**config.mk**
```make
export PLATFORM = sky130hd
export DESIGN_NAME = sadc_mode_ctrl
export DESIGN_NICKNAME = d
export VERILOG_FILES = /design/src/design/sadc_pkg.sv /design/src/design/sadc_conv_if.sv /design/src/design/sadc_clk_div.sv /design/src/design/sadc_sar_seq.sv /design/src/design/sadc_mode_ctrl.sv
export SDC_FILE = /design/constraint.sdc
export NUM_CORES = 1
export LEC_CHECK = 0
export BUFFER_PORTS_ARGS = -buffer_cell sky130_fd_sc_hd__buf_4
export CAP_MARGIN = 30
export CORE_MARGIN = 8
export CORE_UTILIZATION = 35
export DETAILED_ROUTE_END_ITERATION = 16
export GPL_TIMING_DRIVEN = 0
export SKIP_LAST_GASP = 1
export SYNTH_ARGS = -nofsm -noshare
export SYNTH_HDL_FRONTEND = slang
export SYNTH_SLANG_ARGS = --single-unit
```
**constraint.sdc**
```tcl
create_clock -name sys_clk_i -period 3.4 [get_ports sys_clk_i]
set_input_delay 0.34 -clock sys_clk_i [delete_from_list [all_inputs] [get_ports sys_clk_i]]
set_output_delay 0.34 -clock sys_clk_i [all_outputs]
set_load 0.005 [all_outputs]
```
**src/design/sadc_pkg.sv**
```systemverilog
`default_nettype none
// ---------------------------------------------------------------------------
// constants and types
// ---------------------------------------------------------------------------
package sadc_pkg;

    localparam int RES_W       = 12;
    localparam int CONV_CLKS   = 66;
    localparam int STEP_CLKS   = 4;
    localparam int SETUP_CLKS  = CONV_CLKS - STEP_CLKS * RES_W;
    localparam int CNT_W       = 7;
    localparam int BIT_W       = 4;
    localparam int CH_W        = 4;
    localparam int CLK_W       = 2;
    localparam int DIV_CNT_W   = 3;
    localparam int REG_W       = 8;
    localparam int DATA_W      = 32;
    localparam int ADDR_W      = 12;
    localparam int IDX_W       = 10;
    localparam int NUM_CH      = 16;

    // register indices, byte address is four times the index
    localparam logic [IDX_W-1:0] IDX_MODE     = 10'h0DD;
    localparam logic [IDX_W-1:0] IDX_RES_HI   = 10'h0DE;
    localparam logic [IDX_W-1:0] IDX_RES_LO   = 10'h0DF;
    localparam logic [IDX_W-1:0] IDX_IRQ_STAT = 10'h0E0;
    localparam logic [IDX_W-1:0] IDX_IRQ_MASK = 10'h0E1;

    // mode register layout
    localparam int MODE_START_BIT = 7;
    localparam int MODE_EOC_BIT   = 6;
    localparam int MODE_CLK_LSB   = 4;
    localparam int MODE_CH_LSB    = 0;
    localparam logic [REG_W-1:0] MODE_RESET = 8'h00;

    // result split
    localparam int RES_HI_W = 8;
    localparam int RES_LO_W = RES_W - RES_HI_W;

    // interrupt status layout
    localparam int IRQ_W          = 2;
    localparam int IRQ_DONE_BIT   = 0;
    localparam int IRQ_REFUSE_BIT = 1;

    localparam logic [CH_W-1:0] CH_UNAVAIL = 4'h3;
    localparam logic [CH_W-1:0] CH_GAP_LO  = 4'h8;
    localparam logic [CH_W-1:0] CH_GAP_HI  = 4'hD;
    localparam logic [CH_W-1:0] CH_BANDGAP = 4'hF;

    typedef enum logic [1:0] {
        SEQ_IDLE,
        SEQ_SETUP,
        SEQ_BITS
    } sadc_seq_state_t;

    function automatic logic sadc_ch_valid(input logic [CH_W-1:0] c);
        return !((c == CH_UNAVAIL) || ((c >= CH_GAP_LO) && (c <= CH_GAP_HI)));
    endfunction

endpackage
`default_nettype wire

```
**src/design/sadc_conv_if.sv**
```systemverilog
`timescale 1ns/1ps
`default_nettype none
// ---------------------------------------------------------------------------
// control to sequencer and divider
// ---------------------------------------------------------------------------
interface sadc_conv_if;
    import sadc_pkg::*;

    logic             start;
    logic             abort;
    logic [CLK_W-1:0] clk_sel;
    logic             cmp;
    logic             tick;
    logic             busy;
    logic             done;
    logic [RES_W-1:0] dac_code;
    logic [RES_W-1:0] result;

    modport ctl (output start, output abort, output clk_sel, output cmp,
                 input busy, input done, input dac_code, input result);
    modport div (input clk_sel, input busy, output tick);
    modport seq (input start, input abort, input tick, input cmp,
                 output busy, output done, output dac_code, output result);
endinterface
`default_nettype wire

```
**src/design/sadc_clk_div.sv**
```systemverilog
`timescale 1ns/1ps
`default_nettype none
// ---------------------------------------------------------------------------
// conversion clock divider
// ---------------------------------------------------------------------------
module sadc_clk_div
    import sadc_pkg::*;
(
    input  wire logic   sys_clk_i,
    input  wire logic   sys_rst_i,
    sadc_conv_if.div    conv
);
    logic [DIV_CNT_W-1:0] cnt_r;
    logic [DIV_CNT_W-1:0] cnt_nxt;
    logic [DIV_CNT_W-1:0] limit;

    always_comb begin
        limit = DIV_CNT_W'((1 << conv.clk_sel) - 1);
        conv.tick = conv.busy && (cnt_r == limit);
        if (!conv.busy || conv.tick) begin
            cnt_nxt = '0;
        end else begin
            cnt_nxt = DIV_CNT_W'(cnt_r + 1'b1);
        end
    end

    always_ff @(posedge sys_clk_i or posedge sys_rst_i) begin
        if (sys_rst_i) begin
            cnt_r <= '0;
        end else begin
            cnt_r <= cnt_nxt;
        end
    end
endmodule
`default_nettype wire

```
**src/design/sadc_sar_seq.sv**
```systemverilog
`timescale 1ns/1ps
`default_nettype none
// ---------------------------------------------------------------------------
// successive approximation sequencer
// ---------------------------------------------------------------------------
module sadc_sar_seq
    import sadc_pkg::*;
(
    input  wire logic   sys_clk_i,
    input  wire logic   sys_rst_i,
    sadc_conv_if.seq    conv
);
    sadc_seq_state_t  state_r,  state_nxt;
    logic [CNT_W-1:0] cnt_r,    cnt_nxt;
    logic [BIT_W-1:0] bit_r,    bit_nxt;
    logic [RES_W-1:0] code_r,   code_nxt;
    logic [RES_W-1:0] result_r, result_nxt;
    logic             done_r,   done_nxt;

    always_comb begin
        state_nxt  = state_r;
        cnt_nxt    = cnt_r;
        bit_nxt    = bit_r;
        code_nxt   = code_r;
        result_nxt = result_r;
        done_nxt   = 1'b0;
        case (state_r)
            SEQ_IDLE: begin
                if (conv.start) begin
                    state_nxt = SEQ_SETUP;
                    cnt_nxt   = '0;
                    code_nxt  = '0;
                end
            end
            SEQ_SETUP: begin
                if (conv.tick) begin
                    if (cnt_r == CNT_W'(SETUP_CLKS - 1)) begin
                        state_nxt = SEQ_BITS;
                        cnt_nxt   = '0;
                        bit_nxt   = BIT_W'(RES_W - 1);
                    end else begin
                        cnt_nxt = CNT_W'(cnt_r + 1'b1);
                    end
                end
            end
            SEQ_BITS: begin
                if (conv.tick) begin
                    if (cnt_r == '0) begin
                        code_nxt[bit_r] = 1'b1;
                    end
                    if (cnt_r == CNT_W'(STEP_CLKS - 1)) begin
                        code_nxt[bit_r] = conv.cmp;
                        cnt_nxt         = '0;
                        if (bit_r == '0) begin
                            state_nxt  = SEQ_IDLE;
                            done_nxt   = 1'b1;
                            result_nxt = code_nxt;
                        end else begin
                            bit_nxt = BIT_W'(bit_r - 1'b1);
                        end
                    end else begin
                        cnt_nxt = CNT_W'(cnt_r + 1'b1);
                    end
                end
            end
            default: begin
                state_nxt = SEQ_IDLE;
            end
        endcase
        if (conv.abort && (state_r != SEQ_IDLE)) begin
            state_nxt = SEQ_IDLE;
            done_nxt  = 1'b0;
        end
    end

    always_ff @(posedge sys_clk_i or posedge sys_rst_i) begin
        if (sys_rst_i) begin
            state_r  <= SEQ_IDLE;
            cnt_r    <= '0;
            bit_r    <= '0;
            code_r   <= '0;
            result_r <= '0;
            done_r   <= 1'b0;
        end else begin
            state_r  <= state_nxt;
            cnt_r    <= cnt_nxt;
            bit_r    <= bit_nxt;
            code_r   <= code_nxt;
            result_r <= result_nxt;
            done_r   <= done_nxt;
        end
    end

    assign conv.busy     = (state_r != SEQ_IDLE);
    assign conv.done     = done_r;
    assign conv.dac_code = code_r;
    assign conv.result   = result_r;
endmodule
`default_nettype wire

```
**src/design/sadc_mode_ctrl.sv**
```systemverilog
`timescale 1ns/1ps
`default_nettype none
module sadc_mode_ctrl
    import sadc_pkg::*;
#(
    parameter int SYNC_STAGES = 2
)
(
    input  wire logic              sys_clk_i,
    input  wire logic              sys_rst_i,
    input  wire logic              psel_i,
    input  wire logic              penable_i,
    input  wire logic              pwrite_i,
    input  wire logic [ADDR_W-1:0] paddr_i,
    input  wire logic [DATA_W-1:0] pwdata_i,
    input  wire logic [3:0]        pstrb_i,
    output logic      [DATA_W-1:0] prdata_o,
    output logic                   pready_o,
    output logic                   pslverr_o,
    input  wire logic              cmp_i,
    output logic      [RES_W-1:0]  dac_code_o,
    output logic      [CH_W-1:0]   mux_sel_o,
    output logic      [NUM_CH-1:0] analog_select_o,
    output logic                   bandgap_en_o,
    output logic                   conv_active_o,
    output logic                   irq_o
);
    // -----------------------------------------------------------------------
    // parameter check
    // -----------------------------------------------------------------------
    if (SYNC_STAGES < 2) begin : g_sync_chk
        $error("SYNC_STAGES must be at least 2");
    end

    if ((RES_HI_W + RES_LO_W != RES_W)
            || (STEP_CLKS < 2) || (SETUP_CLKS < 1)
            || (SETUP_CLKS >= (1 << CNT_W))
            || (NUM_CH != (1 << CH_W))) begin : g_pkg_chk
        $error("bad package constants");
    end

    // -----------------------------------------------------------------------
    // state
    // -----------------------------------------------------------------------
    logic                   start_r,     start_nxt;
    logic                   eoc_r,       eoc_nxt;
    logic [CLK_W-1:0]       clk_r,       clk_nxt;
    logic [CH_W-1:0]        ch_r,        ch_nxt;
    logic [CH_W-1:0]        conv_ch_r,   conv_ch_nxt;
    logic [CLK_W-1:0]       conv_clk_r,  conv_clk_nxt;
    logic [RES_HI_W-1:0]    res_hi_r,    res_hi_nxt;
    logic [RES_LO_W-1:0]    res_lo_r,    res_lo_nxt;
    logic [IRQ_W-1:0]       stat_r,      stat_nxt;
    logic [IRQ_W-1:0]       mask_r,      mask_nxt;
    logic                   irq_r,       irq_nxt;
    logic [DATA_W-1:0]      prdata_r,    prdata_nxt;
    logic                   err_r,       err_nxt;
    logic [CH_W-1:0]        mux_r,       mux_nxt;
    logic [NUM_CH-1:0]      asel_r,      asel_nxt;
    logic                   bgap_r,      bgap_nxt;
    logic [SYNC_STAGES-1:0] sync_r;

    logic                   setup_ph;
    logic                   access_ph;
    logic                   addr_err;
    logic [IDX_W-1:0]       idx;
    logic                   wr_en;
    logic                   wr_mode;
    logic                   wr_stat;
    logic                   wr_mask;
    logic [CH_W-1:0]        wr_ch;
    logic [CLK_W-1:0]       wr_clk;
    logic                   start_pulse;
    logic                   abort_pulse;
    logic                   refuse_pulse;
    logic [IRQ_W-1:0]       events;
    logic [CH_W-1:0]        act_ch;
    logic [REG_W-1:0]       mode_val;

    sadc_conv_if conv ();

    // -----------------------------------------------------------------------
    // submodules
    // -----------------------------------------------------------------------
    sadc_clk_div u_div (
        .sys_clk_i (sys_clk_i),
        .sys_rst_i (sys_rst_i),
        .conv      (conv)
    );

    sadc_sar_seq u_seq (
        .sys_clk_i (sys_clk_i),
        .sys_rst_i (sys_rst_i),
        .conv      (conv)
    );

    // -----------------------------------------------------------------------
    // comparator synchroniser
    // -----------------------------------------------------------------------
    always_ff @(posedge sys_clk_i or posedge sys_rst_i) begin
        if (sys_rst_i) begin
            sync_r <= '0;
        end else begin
            sync_r <= {sync_r[SYNC_STAGES-2:0], cmp_i};
        end
    end

    assign conv.cmp     = sync_r[SYNC_STAGES-1];
    assign conv.clk_sel = conv_clk_r;
    assign conv.start   = start_pulse;
    assign conv.abort   = abort_pulse;

    // -----------------------------------------------------------------------
    // apb decode
    // -----------------------------------------------------------------------
    always_comb begin
        setup_ph  = psel_i && !penable_i;
        access_ph = psel_i && penable_i;
        idx       = paddr_i[ADDR_W-1:2];
        addr_err  = (paddr_i[1:0] != 2'b00)
                 || !((idx == IDX_MODE)     || (idx == IDX_RES_HI)
                   || (idx == IDX_RES_LO)   || (idx == IDX_IRQ_STAT)
                   || (idx == IDX_IRQ_MASK));
        wr_en     = access_ph && pwrite_i && !err_r && pstrb_i[0];
        wr_mode   = wr_en && (idx == IDX_MODE);
        wr_stat   = wr_en && (idx == IDX_IRQ_STAT);
        wr_mask   = wr_en && (idx == IDX_IRQ_MASK);
        wr_ch     = pwdata_i[MODE_CH_LSB +: CH_W];
        wr_clk    = pwdata_i[MODE_CLK_LSB +: CLK_W];
    end

    always_comb begin
        mode_val                          = '0;
        mode_val[MODE_START_BIT]          = start_r;
        mode_val[MODE_EOC_BIT]            = eoc_r;
        mode_val[MODE_CLK_LSB +: CLK_W]   = clk_r;
        mode_val[MODE_CH_LSB +: CH_W]     = ch_r;
        prdata_nxt = prdata_r;
        err_nxt    = err_r;
        if (setup_ph) begin
            err_nxt    = addr_err;
            prdata_nxt = '0;
            if (!addr_err && !pwrite_i) begin
                case (idx)
                    IDX_MODE:     prdata_nxt[REG_W-1:0]    = mode_val;
                    IDX_RES_HI:   prdata_nxt[RES_HI_W-1:0] = res_hi_r;
                    IDX_RES_LO: begin
                        prdata_nxt[RES_LO_W-1:0] = res_lo_r;
                    end
                    IDX_IRQ_STAT: prdata_nxt[IRQ_W-1:0]    = stat_r;
                    IDX_IRQ_MASK: prdata_nxt[IRQ_W-1:0]    = mask_r;
                    default:      prdata_nxt               = '0;
                endcase
            end
        end
    end

    // -----------------------------------------------------------------------
    // mode and result registers
    // -----------------------------------------------------------------------
    always_comb begin
        start_nxt    = start_r;
        eoc_nxt      = eoc_r;
        clk_nxt      = clk_r;
        ch_nxt       = ch_r;
        conv_ch_nxt  = conv_ch_r;
        conv_clk_nxt = conv_clk_r;
        res_hi_nxt   = res_hi_r;
        res_lo_nxt   = res_lo_r;
        start_pulse  = 1'b0;
        abort_pulse  = 1'b0;
        refuse_pulse = 1'b0;
        if (wr_mode) begin
            clk_nxt = wr_clk;
            ch_nxt  = wr_ch;
            if (pwdata_i[MODE_START_BIT]) begin
                if (!conv.busy) begin
                    if (sadc_ch_valid(wr_ch)) begin
                        start_pulse  = 1'b1;
                        start_nxt    = 1'b1;
                        eoc_nxt      = 1'b0;
                        conv_ch_nxt  = wr_ch;
                        conv_clk_nxt = wr_clk;
                    end else begin
                        refuse_pulse = 1'b1;
                        start_nxt    = 1'b0;
                    end
                end
            end else begin
                start_nxt   = 1'b0;
                abort_pulse = conv.busy;
            end
        end
        if (conv.done) begin
            res_hi_nxt = conv.result[RES_W-1 -: RES_HI_W];
            res_lo_nxt = conv.result[RES_LO_W-1:0];
            if (!start_pulse) begin
                eoc_nxt   = 1'b1;
                start_nxt = 1'b0;
            end
        end
    end

    // -----------------------------------------------------------------------
    // interrupt
    // -----------------------------------------------------------------------
    always_comb begin
        events                 = '0;
        events[IRQ_DONE_BIT]   = conv.done;
        events[IRQ_REFUSE_BIT] = refuse_pulse;
        stat_nxt = stat_r;
        if (wr_stat) begin
            stat_nxt = stat_r & ~pwdata_i[IRQ_W-1:0];
        end
        stat_nxt = stat_nxt | events;
        mask_nxt = wr_mask ? pwdata_i[IRQ_W-1:0] : mask_r;
        irq_nxt  = |(stat_nxt & mask_nxt);
    end

    // -----------------------------------------------------------------------
    // channel routing
    // -----------------------------------------------------------------------
    always_comb begin
        act_ch   = conv.busy ? conv_ch_r : ch_r;
        mux_nxt  = act_ch;
        bgap_nxt = (act_ch == CH_BANDGAP);
    end

    for (genvar i = 0; i < NUM_CH; i++) begin : g_asel
        assign asel_nxt[i] = (i != int'(CH_BANDGAP))
                          && sadc_ch_valid(act_ch)
                          && (act_ch == CH_W'(i));
    end

    // -----------------------------------------------------------------------
    // registers
    // -----------------------------------------------------------------------
    always_ff @(posedge sys_clk_i or posedge sys_rst_i) begin
        if (sys_rst_i) begin
            start_r    <= MODE_RESET[MODE_START_BIT];
            eoc_r      <= MODE_RESET[MODE_EOC_BIT];
            clk_r      <= MODE_RESET[MODE_CLK_LSB +: CLK_W];
            ch_r       <= MODE_RESET[MODE_CH_LSB +: CH_W];
            conv_ch_r  <= '0;
            conv_clk_r <= '0;
            res_hi_r   <= '0;
            res_lo_r   <= '0;
            stat_r     <= '0;
            mask_r     <= '0;
            irq_r      <= 1'b0;
            prdata_r   <= '0;
            err_r      <= 1'b0;
            mux_r      <= '0;
            asel_r     <= '0;
            bgap_r     <= 1'b0;
        end else begin
            start_r    <= start_nxt;
            eoc_r      <= eoc_nxt;
            clk_r      <= clk_nxt;
            ch_r       <= ch_nxt;
            conv_ch_r  <= conv_ch_nxt;
            conv_clk_r <= conv_clk_nxt;
            res_hi_r   <= res_hi_nxt;
            res_lo_r   <= res_lo_nxt;
            stat_r     <= stat_nxt;
            mask_r     <= mask_nxt;
            irq_r      <= irq_nxt;
            prdata_r   <= prdata_nxt;
            err_r      <= err_nxt;
            mux_r      <= mux_nxt;
            asel_r     <= asel_nxt;
            bgap_r     <= bgap_nxt;
        end
    end

    // -----------------------------------------------------------------------
    // outputs
    // -----------------------------------------------------------------------
    assign prdata_o        = prdata_r;
    assign pready_o        = access_ph;
    assign pslverr_o       = access_ph && err_r;
    assign dac_code_o      = conv.dac_code;
    assign mux_sel_o       = mux_r;
    assign analog_select_o = asel_r;
    assign bandgap_en_o    = bgap_r;
    assign conv_active_o   = conv.busy;
    assign irq_o           = irq_r;
endmodule
`default_nettype wire

```
==> results.tsv, run 1 <==
stage	metric	value	unit
setup_path	Worst Path Arrival	3020	ps
sta	Final Hold Slack	65.7	ps
route	Pre-antenna DRT Iters	4	
global_routing	grt ovf	0	
die	Die X	139	um
global_routing	initial antenna violation count	0	
synthesis	ys async rst share	100	%
status	status	completed	
setup_path	FF-to-FF setup slack	610	ps
clock_tree	# H-tree levels	3	
power_and_ir_drop	Reg power frac	42.6	%
synthesis	Post-Synthesis Cells	511	
clock_tree	CTS clk-pin slew, worst paths	70	ps
clock_tree	CTS resizes	0	
clock_tree	Clock Latency Late Sink	360	ps
sta	Tmin final	2790	ps
clock_tree	# clock sinks	103	
setup_path	slowest CP cell	dfrtp_1	
setup_path	Setup Crit Path Kind	register to register	
route	total vias in the final route	4189	
synthesis	Netlist cell types	60	
setup_path	Critical Path Fanout Max	10	
sta	maximum operating frequency	359	MHz
setup_path	dominant cell type by count on the critical path	clkbuf_1	
route	DR WL/cell	16.2	um
setup_path	CP Cell Sequence	inv_1, ha_1, clkbuf_1, nor4_1, a22o_1, o21ai_0, clkbuf_1, a211oi_1, a2bb2oi_1	
clock_tree	Root Buffer	clkbuf_16	
die	DIE AREA	19300	um^2
synthesis	flops & latches, synth	103	
sta	final setup violation count	0	
route	WL final	13300	um
run	Max-Cap Viols	0	
power_and_ir_drop	worst vdd ir	0.298	mV
power_and_ir_drop	PD cells	493	nW/um^2
place	GPL Wtd Cong	0.848	
sta	RSZ-0062 raised after global routing	no	
setup_path	element type at the critical path end	register	
finish	fillcell total	1444	
setup_path	Worst EP required	3630	ps
clock_tree	Max Root-Sink Buffers	2	
min_path	Worst Hold Class	primary input to asynchronous set/reset pin	
clock_tree	hold-fix buffers at CTS	0	
clock_tree	total CTS buffers	9	
power_and_ir_drop	Pleak	3.03	nW
sta	Final Hold Viols	0	
die	Die Ht	139	um
place	Final HPWL DP	10000	um
power_and_ir_drop	switching part of the total	31.7	%
synthesis	syn avg cell area	10.3	um^2
power_and_ir_drop	internal power	0.00219	W
setup_path	CP peak stage delay	450	ps
sta	Final period util	81.9	%
power_and_ir_drop	sw power	0.00102	W
synthesis	Synth warnings	0	
die	initial core utilization	35.3	%
sta	Fin Setup TNS	0	ps
route	number of vias per cell	5.13	
place	number of buffers added on ports	69	
sta	relative slew slack	38.8	%
die	Rows	45	
finish	Antenna Cells	0	
finish	area delta synth->final	22.8	%
finish	Multi-input gate area	2480	um^2
finish	share of layout cells above drive strength 1	24.0	%
synthesis	Yosys top cell area share	48.8	%
synthesis	top_reg_cell synth	dfrtp_1	
finish	commonest non-fill, non-tap cell in the layout	dfrtp_1	
global_routing	largest net degree at the start of global routing	58	
power_and_ir_drop	clock share of power	33.3	%
sta	Final Max Tran Viols	0	
synthesis	mapped cell area	5290	um^2
global_routing	Total GRT Usage	14.0	%
sta	clock skew	7.70	ps
synthesis	Yosys top cell by area	dfrtp_1	
synthesis	Synth area leaders	dfrtp_1, mux2_2, nand2_1, buf_4, ha_1	
clock_tree	postcts setup bufs	0	
power_and_ir_drop	combinational share of power	24.1	%
die	core footprint	15000	um^2
finish	Final #Nets	690	
synthesis	Post-synth EDFFs	0	
synthesis	sequential share of the synthesized area	48.8	%
die	Boundary Pins	123	
sta	Worst Max-Slew Pin Slew	916	ps
finish	Seq. cell area	2580	um^2
clock_tree	CTS tree	done	
global_routing	number of global-route vias before repair	4158	
finish	most frequent cells in the layout	dfrtp_1, buf_4, nand2_1	
route	ANT nets after route	0	
global_routing	first-pass GRT wire length	21800	um
setup_path	startpoint types	register	
route	DR DRC count	0	
route	DR iter-0 viols	314	
worst max-delay path: cells and delay by family, from the launching register on:
family                     cells  cell delay (ps)
AOI/OAI and AO/OA              4             1090
buffers and inverters          3              860
adders and majority gates      1              140
DFF                            1              450
and+or+nand+nor                1              120
power by group through the flow:
stage	clock network [W]	logic [W]	registers [W]
global placement	0	0.000755	0.00138
finish	0.00107	0.000771	0.00136
detailed placement	0	0.000766	0.00139
CTS	0.00110	0.000772	0.00136
global route	0.00115	0.000858	0.00138
floorplan	0	0.000499	0.00137
registers in the layout (all words and copies together) (netlist names), 2 cells and up:
register and count:
u_seq.conv.result 12, u_seq.cnt_r 7, mux_sel_o 4, res_hi_r 8, stat_r 2, ch_r 4, analog_select_o 15, u_div.cnt_r 3
u_seq.bit_r 4, sync_r 2, conv_ch_r 4, u_seq.conv.dac_code 12, u_seq.state_r 2, conv.clk_sel 2, res_lo_r 4, mask_r 2
prdata_o 8, clk_r 2
Yosys cell counts, drive strengths merged, types with 7 or more instances:
cell type,instances
ha,13
a2bb2oi,12
a211oi,15
mux2i,16
a22oi,7
nand3,8
o21ai,30
nor2,24
dfrtp,103
buf,26
mux2,32
clkbuf,22
a21oi,16
nand2,63
o31ai,8
nor3,8
a21o,10
inv,18
layout make-up:
cell class | instances | share of cell area [%]
buffer | 48 | 4.24
sequential | 103 | 39.7
clock inverter | 7 | 1.21
tap | 188 | 3.62
timing repair buffer | 70 | 8.41
inverter | 18 | 1.08
clock buffer | 9 | 3.47
multi-input combinational | 373 | 38.2
through the flow:
| step | setup WS [ps] | cells | total power [W] | area (um^2) | utilization (%) |
|---|---|---|---|---|---|
| floorplan | 356 | 542 | 0.00187 | 5400 | - |
| global placement | -793 | 799 | 0.00214 | 6160 | 41.1 |
| detailed placement | 546 | 800 | 0.00215 | 6190 | 41.3 |
| global route | 312 | 816 | 0.00339 | 6490 | 43.3 |
| CTS | 595 | 816 | 0.00324 | 6490 | 43.3 |
| finish | 615 | 816 | 0.00320 | 6490 | 43.3 |
routing by layer:
metal | up-vias | global-route usage, % | part of all wire, % | routed length [um]
met2 | 125 | 22.4 | 46 | 6130
met5 | - | 0 | 0 | 0
met4 | 0 | 4.27 | 1.6 | 211
met1 | 2018 | 17.6 | 46 | 6070
li1 | 2030 | - | - | -
met3 | 16 | 4.61 | 6.4 | 842
cell families after synthesis:
kind of cell             share of synthesized area [%]
AO/OA/AOI/OAI                                     17.3
XOR/XNOR                                         0.166
adder cells (fa/ha/maj)                           3.08
buffers and inverters                             6.49
flip-flops                                        48.8
multiplexers                                      9.85
other                                           0.0709
AND/OR/NAND/NOR                                   14.3
path summary, 6_finish.rpt:
check / startpoint / endpoint / cells past startpoint
worst max register to register: u_seq.state_r[0]$_DFFE_PP0P_ / u_seq.conv.dac_code[11]$_DFFE_PP0P_ / 9
worst min register to register: sync_r[0]$_DFF_PP0_ / sync_r[1]$_DFF_PP0_ / 0
worst min-delay path: sys_rst_i / analog_select_o[14]$_DFF_PP0_ / 2
min in group sys_clk_i: cmp_i / sync_r[0]$_DFF_PP0_ / 1
max in group asynchronous: sys_rst_i / analog_select_o[11]$_DFF_PP0_ / 3
worst max-delay path: u_seq.state_r[0]$_DFFE_PP0P_ / u_seq.conv.dac_code[11]$_DFFE_PP0P_ / 9
No activity file was read; power rests on OpenSTA's default activity.
==> inputs of run 2 (changes only) <==
==> constraint.sdc (replaced) <==
create_clock -name sys_clk_i -period 2.5 [get_ports sys_clk_i]
set_input_delay 0.25 -clock sys_clk_i [delete_from_list [all_inputs] [get_ports sys_clk_i]]
set_output_delay 0.25 -clock sys_clk_i [all_outputs]
set_load 0.005 [all_outputs]
==> run 2 against run 1 <==
Net effect:
- worst setup slack got worse by 540 ps
- clock skew increased by 2.1 ps
- sequential share of layout area is 0.87 points lower
- final cell count grew 0.25%
- global-route usage is 0.29 points higher
- wire length rose by 1.9%
- non-clock buffer count is 2 higher
- die area is the same
- first-iteration DRC count grew 5.1%
- critical path depth decreased by 3
- critical path type unchanged
- largest cell class unchanged
==> results.tsv, run 2 (synthesis results as in run 1) <==
stage	metric	value	unit	change
sta	relative slew slack	49.8	%	+11 points
clock_tree	CTS tree	done		
status	status	completed		
die	Boundary Pins	123		unchanged
route	ANT nets after route	0		unchanged
place	placed cells	802		+0.25%
sta	Final Hold Viols	0		unchanged
global_routing	grt ovf	0		unchanged
setup_path	Worst path top cell family by delay	simple AND/OR/NAND/NOR gates		
global_routing	initial antenna violation count	0		unchanged
setup_path	WP buf/inv	1		-2
finish	post-layout util	44.3	%	+0.97 points
power_and_ir_drop	sw power	0.00140	W	+38%
sta	Tmin final	2420	ps	-362 ps
die	Rows	45		unchanged
route	DR DRC count	0		unchanged
clock_tree	postcts setup bufs	0		unchanged
setup_path	Worst Path Arrival	2710	ps	-310 ps
clock_tree	# clock sinks	103		unchanged
power_and_ir_drop	clock share of power	34.5	%	+1.2 points
route	Pre-antenna DRT Iters	4		unchanged
power_and_ir_drop	Pleak	3.10	nW	+2.3%
place	dpl cell area	6230	um^2	+0.67%
die	initial core utilization	35.3	%	unchanged
sta	RSZ-0062 raised after global routing	yes		
finish	post-layout instance area	6640	um^2	+2.2%
setup_path	Worst EP required	2790	ps	-840 ps
clock_tree	# H-tree levels	3		unchanged
place	GPL Wtd Cong	0.850		+0.29%
setup_path	CP peak stage delay	540	ps	+90 ps
power_and_ir_drop	PD cells	680	nW/um^2	+38%
setup_path	FF-to-FF setup slack	80	ps	-540 ps
power_and_ir_drop	worst vdd ir	0.402	mV	+35%
setup_path	element type at the critical path end	register		
min_path	Worst Hold Class	primary input to register		
finish	commonest non-fill, non-tap cell in the layout	dfrtp_1		
finish	Final #Nets	692		+0.29%
setup_path	CP Cell Sequence	or4_1, clkbuf_1, nor4_1, o211ai_1, a221oi_1, mux2i_1		
sta	clock skew	9.80	ps	+2.10 ps
route	total vias in the final route	4234		+1.1%
run	Max-Cap Viols	0		unchanged
sta	final setup violation count	0		unchanged
global_routing	largest net degree at the start of global routing	35		-40%
finish	most frequent cells in the layout	dfrtp_1, buf_4, nand2_1		
power_and_ir_drop	Reg power frac	41.0	%	-1.6 points
route	DR WL/cell	16.5	um	+1.6%
clock_tree	Root Buffer	clkbuf_16		
setup_path	startpoint types	register		
power_and_ir_drop	internal power	0.00311	W	+42%
route	number of vias per cell	5.18		+0.83%
global_routing	Total GRT Usage	14.3	%	+0.29 points
setup_path	slowest CP cell	or4_1		
die	Die Ht	139	um	unchanged
finish	non-filler cells, final	818		+0.25%
power_and_ir_drop	switching part of the total	31.1	%	-0.65 points
sta	Final period util	96.9	%	+15 points
die	DIE AREA	19300	um^2	unchanged
die	Die X	139	um	unchanged
finish	area delta synth->final	25.5	%	
clock_tree	Max Root-Sink Buffers	2		unchanged
global_routing	number of global-route vias before repair	4209		+1.2%
route	DR iter-0 viols	330		+5.1%
finish	Largest register FFs	15		unchanged
finish	Antenna Cells	0		unchanged
clock_tree	Clock Latency Late Sink	360	ps	about the same
sta	Final Max Tran Viols	0		unchanged
global_routing	first-pass GRT wire length	22300	um	+2.2%
place	Final HPWL DP	10200	um	+1.8%
setup_path	Critical Path Fanout Max	7		-3
sta	Worst Max-Slew Pin Slew	747	ps	-169 ps
finish	share of layout cells above drive strength 1	26.8	%	+2.8 points
power_and_ir_drop	combinational share of power	24.5	%	+0.4 points
clock_tree	total CTS buffers	9		unchanged
clock_tree	CTS clk-pin slew, worst paths	80	ps	about the same
die	core footprint	15000	um^2	unchanged
sta	maximum operating frequency	413	MHz	+15%
route	WL final	13500	um	+1.9%
place	number of buffers added on ports	69		unchanged
setup_path	Setup Crit Path Kind	register to register		
[run 2: cell type report]
| type | instances | area, um^2 |
|---|---|---|
| Buffer | 46 | 278 |
| Timing Repair Buffer | 74 | 606 |
| Sequential cell | 103 | 2580 |
| Fill cell | 1472 | 8340 |
| Inverter | 18 | 71.3 |
| Tap cell | 188 | 235 |
| Clock inverter | 7 | 101 |
| Multi-Input combinational cell | 373 | 2540 |
| Clock buffer | 9 | 225 |
[run 2: path summary, 6_finish.rpt]
check,to,start,cells after the start
min in group asynchronous,u_seq.cnt_r[4]$_DFFE_PP0P_,sys_rst_i,3
max reg2reg,u_seq.state_r[1]$_DFFE_PP0P_,u_seq.cnt_r[2]$_DFFE_PP0P_,6
max,u_seq.state_r[1]$_DFFE_PP0P_,u_seq.cnt_r[2]$_DFFE_PP0P_,6
min reg2reg,sync_r[1]$_DFF_PP0_,sync_r[0]$_DFF_PP0_,0
min,clk_r[1]$_DFFE_PP0N_,pwdata_i[5],3
max in group asynchronous,u_seq.conv.dac_code[6]$_DFFE_PP0P_,sys_rst_i,6
[run 2: worst min-delay path, delay by kind of cell]
family / cells / cell delay, ps
buffers and inverters: 1 / 90
and+or+nand+nor: 2 / 80
[run 2: per-stage QoR]
step | hold slack, ps | worst slack [ps] | total power (W) | setup TNS [ps]
2_1_floorplan | 281 | 232 | 0.00254 | 0
3_3_place_gp | 339 | -260 | 0.00291 | -4170
3_5_place_dp | 334 | -291 | 0.00293 | -5530
4_1_cts | 84.1 | 1.31 | 0.00452 | 0
5_1_grt | 80.2 | -80.9 | 0.00476 | -494
6_report | 95.1 | 76.6 | 0.00451 | 0
[run 2: repair_timing]
action | 4_1_cts | 5_1_grt
hold buffers | 2 | 0
hold endpoints to repair | 23 | 0
pin swaps | 0 | 1
gates resized for setup | 7 | 19
setup endpoints to repair | 32 | 42
[run 2: routing by layer]
layer | up-vias | global-route usage, % | part of all wire [%]
met2 | 104 | 22.5 | 47
met3 | 14 | 4.89 | 5.0
met1 | 2078 | 18.2 | 47
met4 | 0 | 4.33 | 1.5
met5 | - | 0 | 0
li1 | 2038 | - | -
[run 2: power by group through the flow]
stage	Clock (W)	Sequential [W]	Combinational [W]
after floorplan	0	0.00186	0.000679
after global placement	0	0.00188	0.00103
after detailed placement	0	0.00188	0.00105
after CTS	0.00160	0.00185	0.00107
after global routing	0.00167	0.00187	0.00122
final	0.00156	0.00185	0.00110
==> inputs of run 3 (changes only) <==
--- a/config.mk
+++ b/config.mk
@@ -10,7 +10,8 @@
 export CORE_MARGIN = 8
 export CORE_UTILIZATION = 35
 export DETAILED_ROUTE_END_ITERATION = 16
-export GPL_TIMING_DRIVEN = 0
+export GPL_TIMING_DRIVEN = 1
+export HOLD_SLACK_MARGIN = 0.02
 export SKIP_LAST_GASP = 1
 export SYNTH_ARGS = -nofsm -noshare
 export SYNTH_HDL_FRONTEND = slang
==> run 3 against run 2 <==
Net effect:
- final cell count shrank 2.6%
- worst setup slack gained 0.85 ps
- wire length shrank 1.7%
- critical endpoint is now u_seq.cnt_r[3]$_DFFE_PP0P_
- combinational power is essentially flat
- clock skew shrank 3.0 ps
==> results.tsv, run 3 (synthesis results as in run 1) <==
stage	metric	value	unit	change
setup_path	dominant cell type by count on the critical path	o41ai_1		
die	core footprint	15000	um^2	unchanged
setup_path	WP buf/inv	1		unchanged
finish	Antenna Cells	0		unchanged
die	Die X	139	um	unchanged
setup_path	RR Startpoint	err_r$_DFFE_PP0P_		
route	number of vias per cell	5.21		+0.57%
power_and_ir_drop	switching part of the total	31.4	%	+0.35 points
setup_path	Setup Crit Path Kind	register to register		
finish	Final #Nets	671		-3.0%
setup_path	CP Cell Sequence	nand3b_1, or4_4, o31a_1, buf_4, o41ai_1, o41ai_1		
setup_path	critical path startpoint	err_r$_DFFE_PP0P_		
setup_path	element type at the critical path end	register		
power_and_ir_drop	internal power	0.00301	W	-3.1%
sta	clock skew	6.82	ps	-2.99 ps
setup_path	Worst Path Arrival	2640	ps	-70 ps
min_path	Worst Hold Class	primary input to register		
global_routing	initial antenna violation count	0		unchanged
setup_path	Worst path top cell family by delay	compound AO/OA/AOI/OAI gates		
global_routing	first-pass GRT wire length	22300	um	about the same
route	total vias in the final route	4149		-2.0%
setup_path	slowest CP cell	or4_4		
sta	Final Max Tran Viols	0		unchanged
route	DR DRC count	0		unchanged
clock_tree	# H-tree levels	3		unchanged
finish	most frequent cells in the layout	dfrtp_1, buf_4, nand2_1		
route	DR iter-0 viols	243		-26%
clock_tree	Clock Latency Late Sink	350	ps	about the same
power_and_ir_drop	clock share of power	32.4	%	-2.1 points
die	Die Ht	139	um	unchanged
clock_tree	Root Buffer	clkbuf_16		
setup_path	CP peak stage delay	560	ps	+20 ps
die	initial core utilization	35.3	%	unchanged
clock_tree	# clock sinks	103		unchanged
power_and_ir_drop	Reg power frac	42.1	%	+1.1 points
power_and_ir_drop	overall power	0.00440	W	-2.6%
sta	RSZ-0062 raised after global routing	yes		
route	DR WL/cell	16.7	um	+0.92%
min_path	hold wc startpoint	pwdata_i[5]		
sta	Worst Max-Slew Pin Slew	738	ps	-9.14 ps
clock_tree	CTS tree	done		
power_and_ir_drop	PD cells	680	nW/um^2	about the same
power_and_ir_drop	Pleak	3.01	nW	-3.0%
sta	relative slew slack	50.3	%	+0.47 points
route	WL final	13300	um	-1.7%
sta	final setup violation count	0		unchanged
run	Max-Cap Viols	0		unchanged
finish	area delta synth->final	22.2	%	
sta	Tmin final	2420	ps	-0.852 ps
route	Pre-antenna DRT Iters	4		unchanged
sta	Final Hold Viols	0		unchanged
route	ANT nets after route	0		unchanged
place	placed cells	779		-2.9%
die	DIE AREA	19300	um^2	unchanged
global_routing	grt ovf	0		unchanged
sta	Final period util	96.9	%	about the same
die	Boundary Pins	123		unchanged
power_and_ir_drop	sw power	0.00138	W	-1.5%
place	number of buffers added on ports	69		unchanged
finish	non-filler cells, final	797		-2.6%
place	GPL Wtd Cong	0.857		+0.83%
die	Rows	45		unchanged
status	status	completed		
clock_tree	total CTS buffers	9		unchanged
finish	commonest non-fill, non-tap cell in the layout	dfrtp_1		
power_and_ir_drop	combinational share of power	25.5	%	+1.0 points
setup_path	Worst EP required	2710	ps	-80 ps
power_and_ir_drop	worst vdd ir	0.343	mV	-15%
finish	share of layout cells above drive strength 1	25.9	%	-0.88 points
setup_path	Critical Path Fanout Max	17		+10
global_routing	number of global-route vias before repair	4436		+5.4%
global_routing	largest net degree at the start of global routing	80		+130%
global_routing	Total GRT Usage	14.2	%	-0.089 points
place	Final HPWL DP	9980	um	-2.5%
sta	maximum operating frequency	413	MHz	about the same
clock_tree	Max Root-Sink Buffers	2		unchanged
setup_path	startpoint types	register		
clock_tree	CTS clk-pin slew, worst paths	70	ps	about the same
finish	Largest register FFs	15		unchanged
## run 3: final timing paths
check                                                    to  slack (ps)  cells after the start
max in group asynchronous  u_seq.conv.result[1]$_DFFE_PP0P_        1210                      4
min in group asynchronous          u_div.cnt_r[0]$_DFF_PP0_         520                      3
setup reg to reg                 u_seq.cnt_r[3]$_DFFE_PP0P_          80                      6
setup / recovery                 u_seq.cnt_r[3]$_DFFE_PP0P_          80                      6
hold / removal                         clk_r[1]$_DFFE_PP0N_         100                      3
hold reg to reg                         sync_r[1]$_DFF_PP0_         370                      0
## run 3: per-layer routing
layer,vias up,part of all wire (%),routed length (um),GRT usage [%]
li1,1990,-,-,-
met2,116,48,6420,23.2
met3,14,5.8,774,4.48
met1,2029,45,5920,17.4
met4,0,1.2,155,4.97
met5,-,0,0,0
## run 3: layout make-up
class | count | area, um^2
inverters | 18 | 71.3
clock inverters | 6 | 67.6
multi-input cells | 373 | 2520
flip-flops and latches | 103 | 2580
clock buffers | 10 | 229
fillers | 1449 | 8510
repair buffers | 99 | 761
well taps | 188 | 235
## run 3: per-stage QoR
step	util, %	TNS (ps)	hold slack [ps]	setup slack [ps]	area (um^2)
after global routing	43.1	-17.5	95.1	-17.5	6460
after global placement	40.8	-37.6	333	-33.9	6110
final	43.1	0	101	77.5	6460
after floorplan	-	0	281	232	5410
after detailed placement	40.8	-135	348	-57.4	6110
after CTS	43.0	0	85.1	56.6	6430
## run 3: repair_timing
| action | CTS | global route |
|---|---|---|
| endpoints found under the setup margin | 1 | 15 |
| endpoints found under the hold margin | 25 | 0 |
| pin swaps | 0 | 1 |
| hold buffers | 2 | 0 |
| setup buffers | 0 | 0 |
| cloned | 0 | 0 |
| resized for setup | 1 | 6 |
## run 3: power by group through the flow
stage                     Combinational, W  Clock [W]  Sequential (W)
after floorplan                   0.000679          0         0.00186
after global placement             0.00106          0         0.00188
after detailed placement           0.00108          0         0.00188
after CTS                          0.00110    0.00148         0.00185
after global routing               0.00124    0.00154         0.00186
final                              0.00112    0.00143         0.00185
## run 3: tightest hold or removal path: stages
cell and delay [ps]:
buf_4 90, nand2_1 40, nand2_1 40
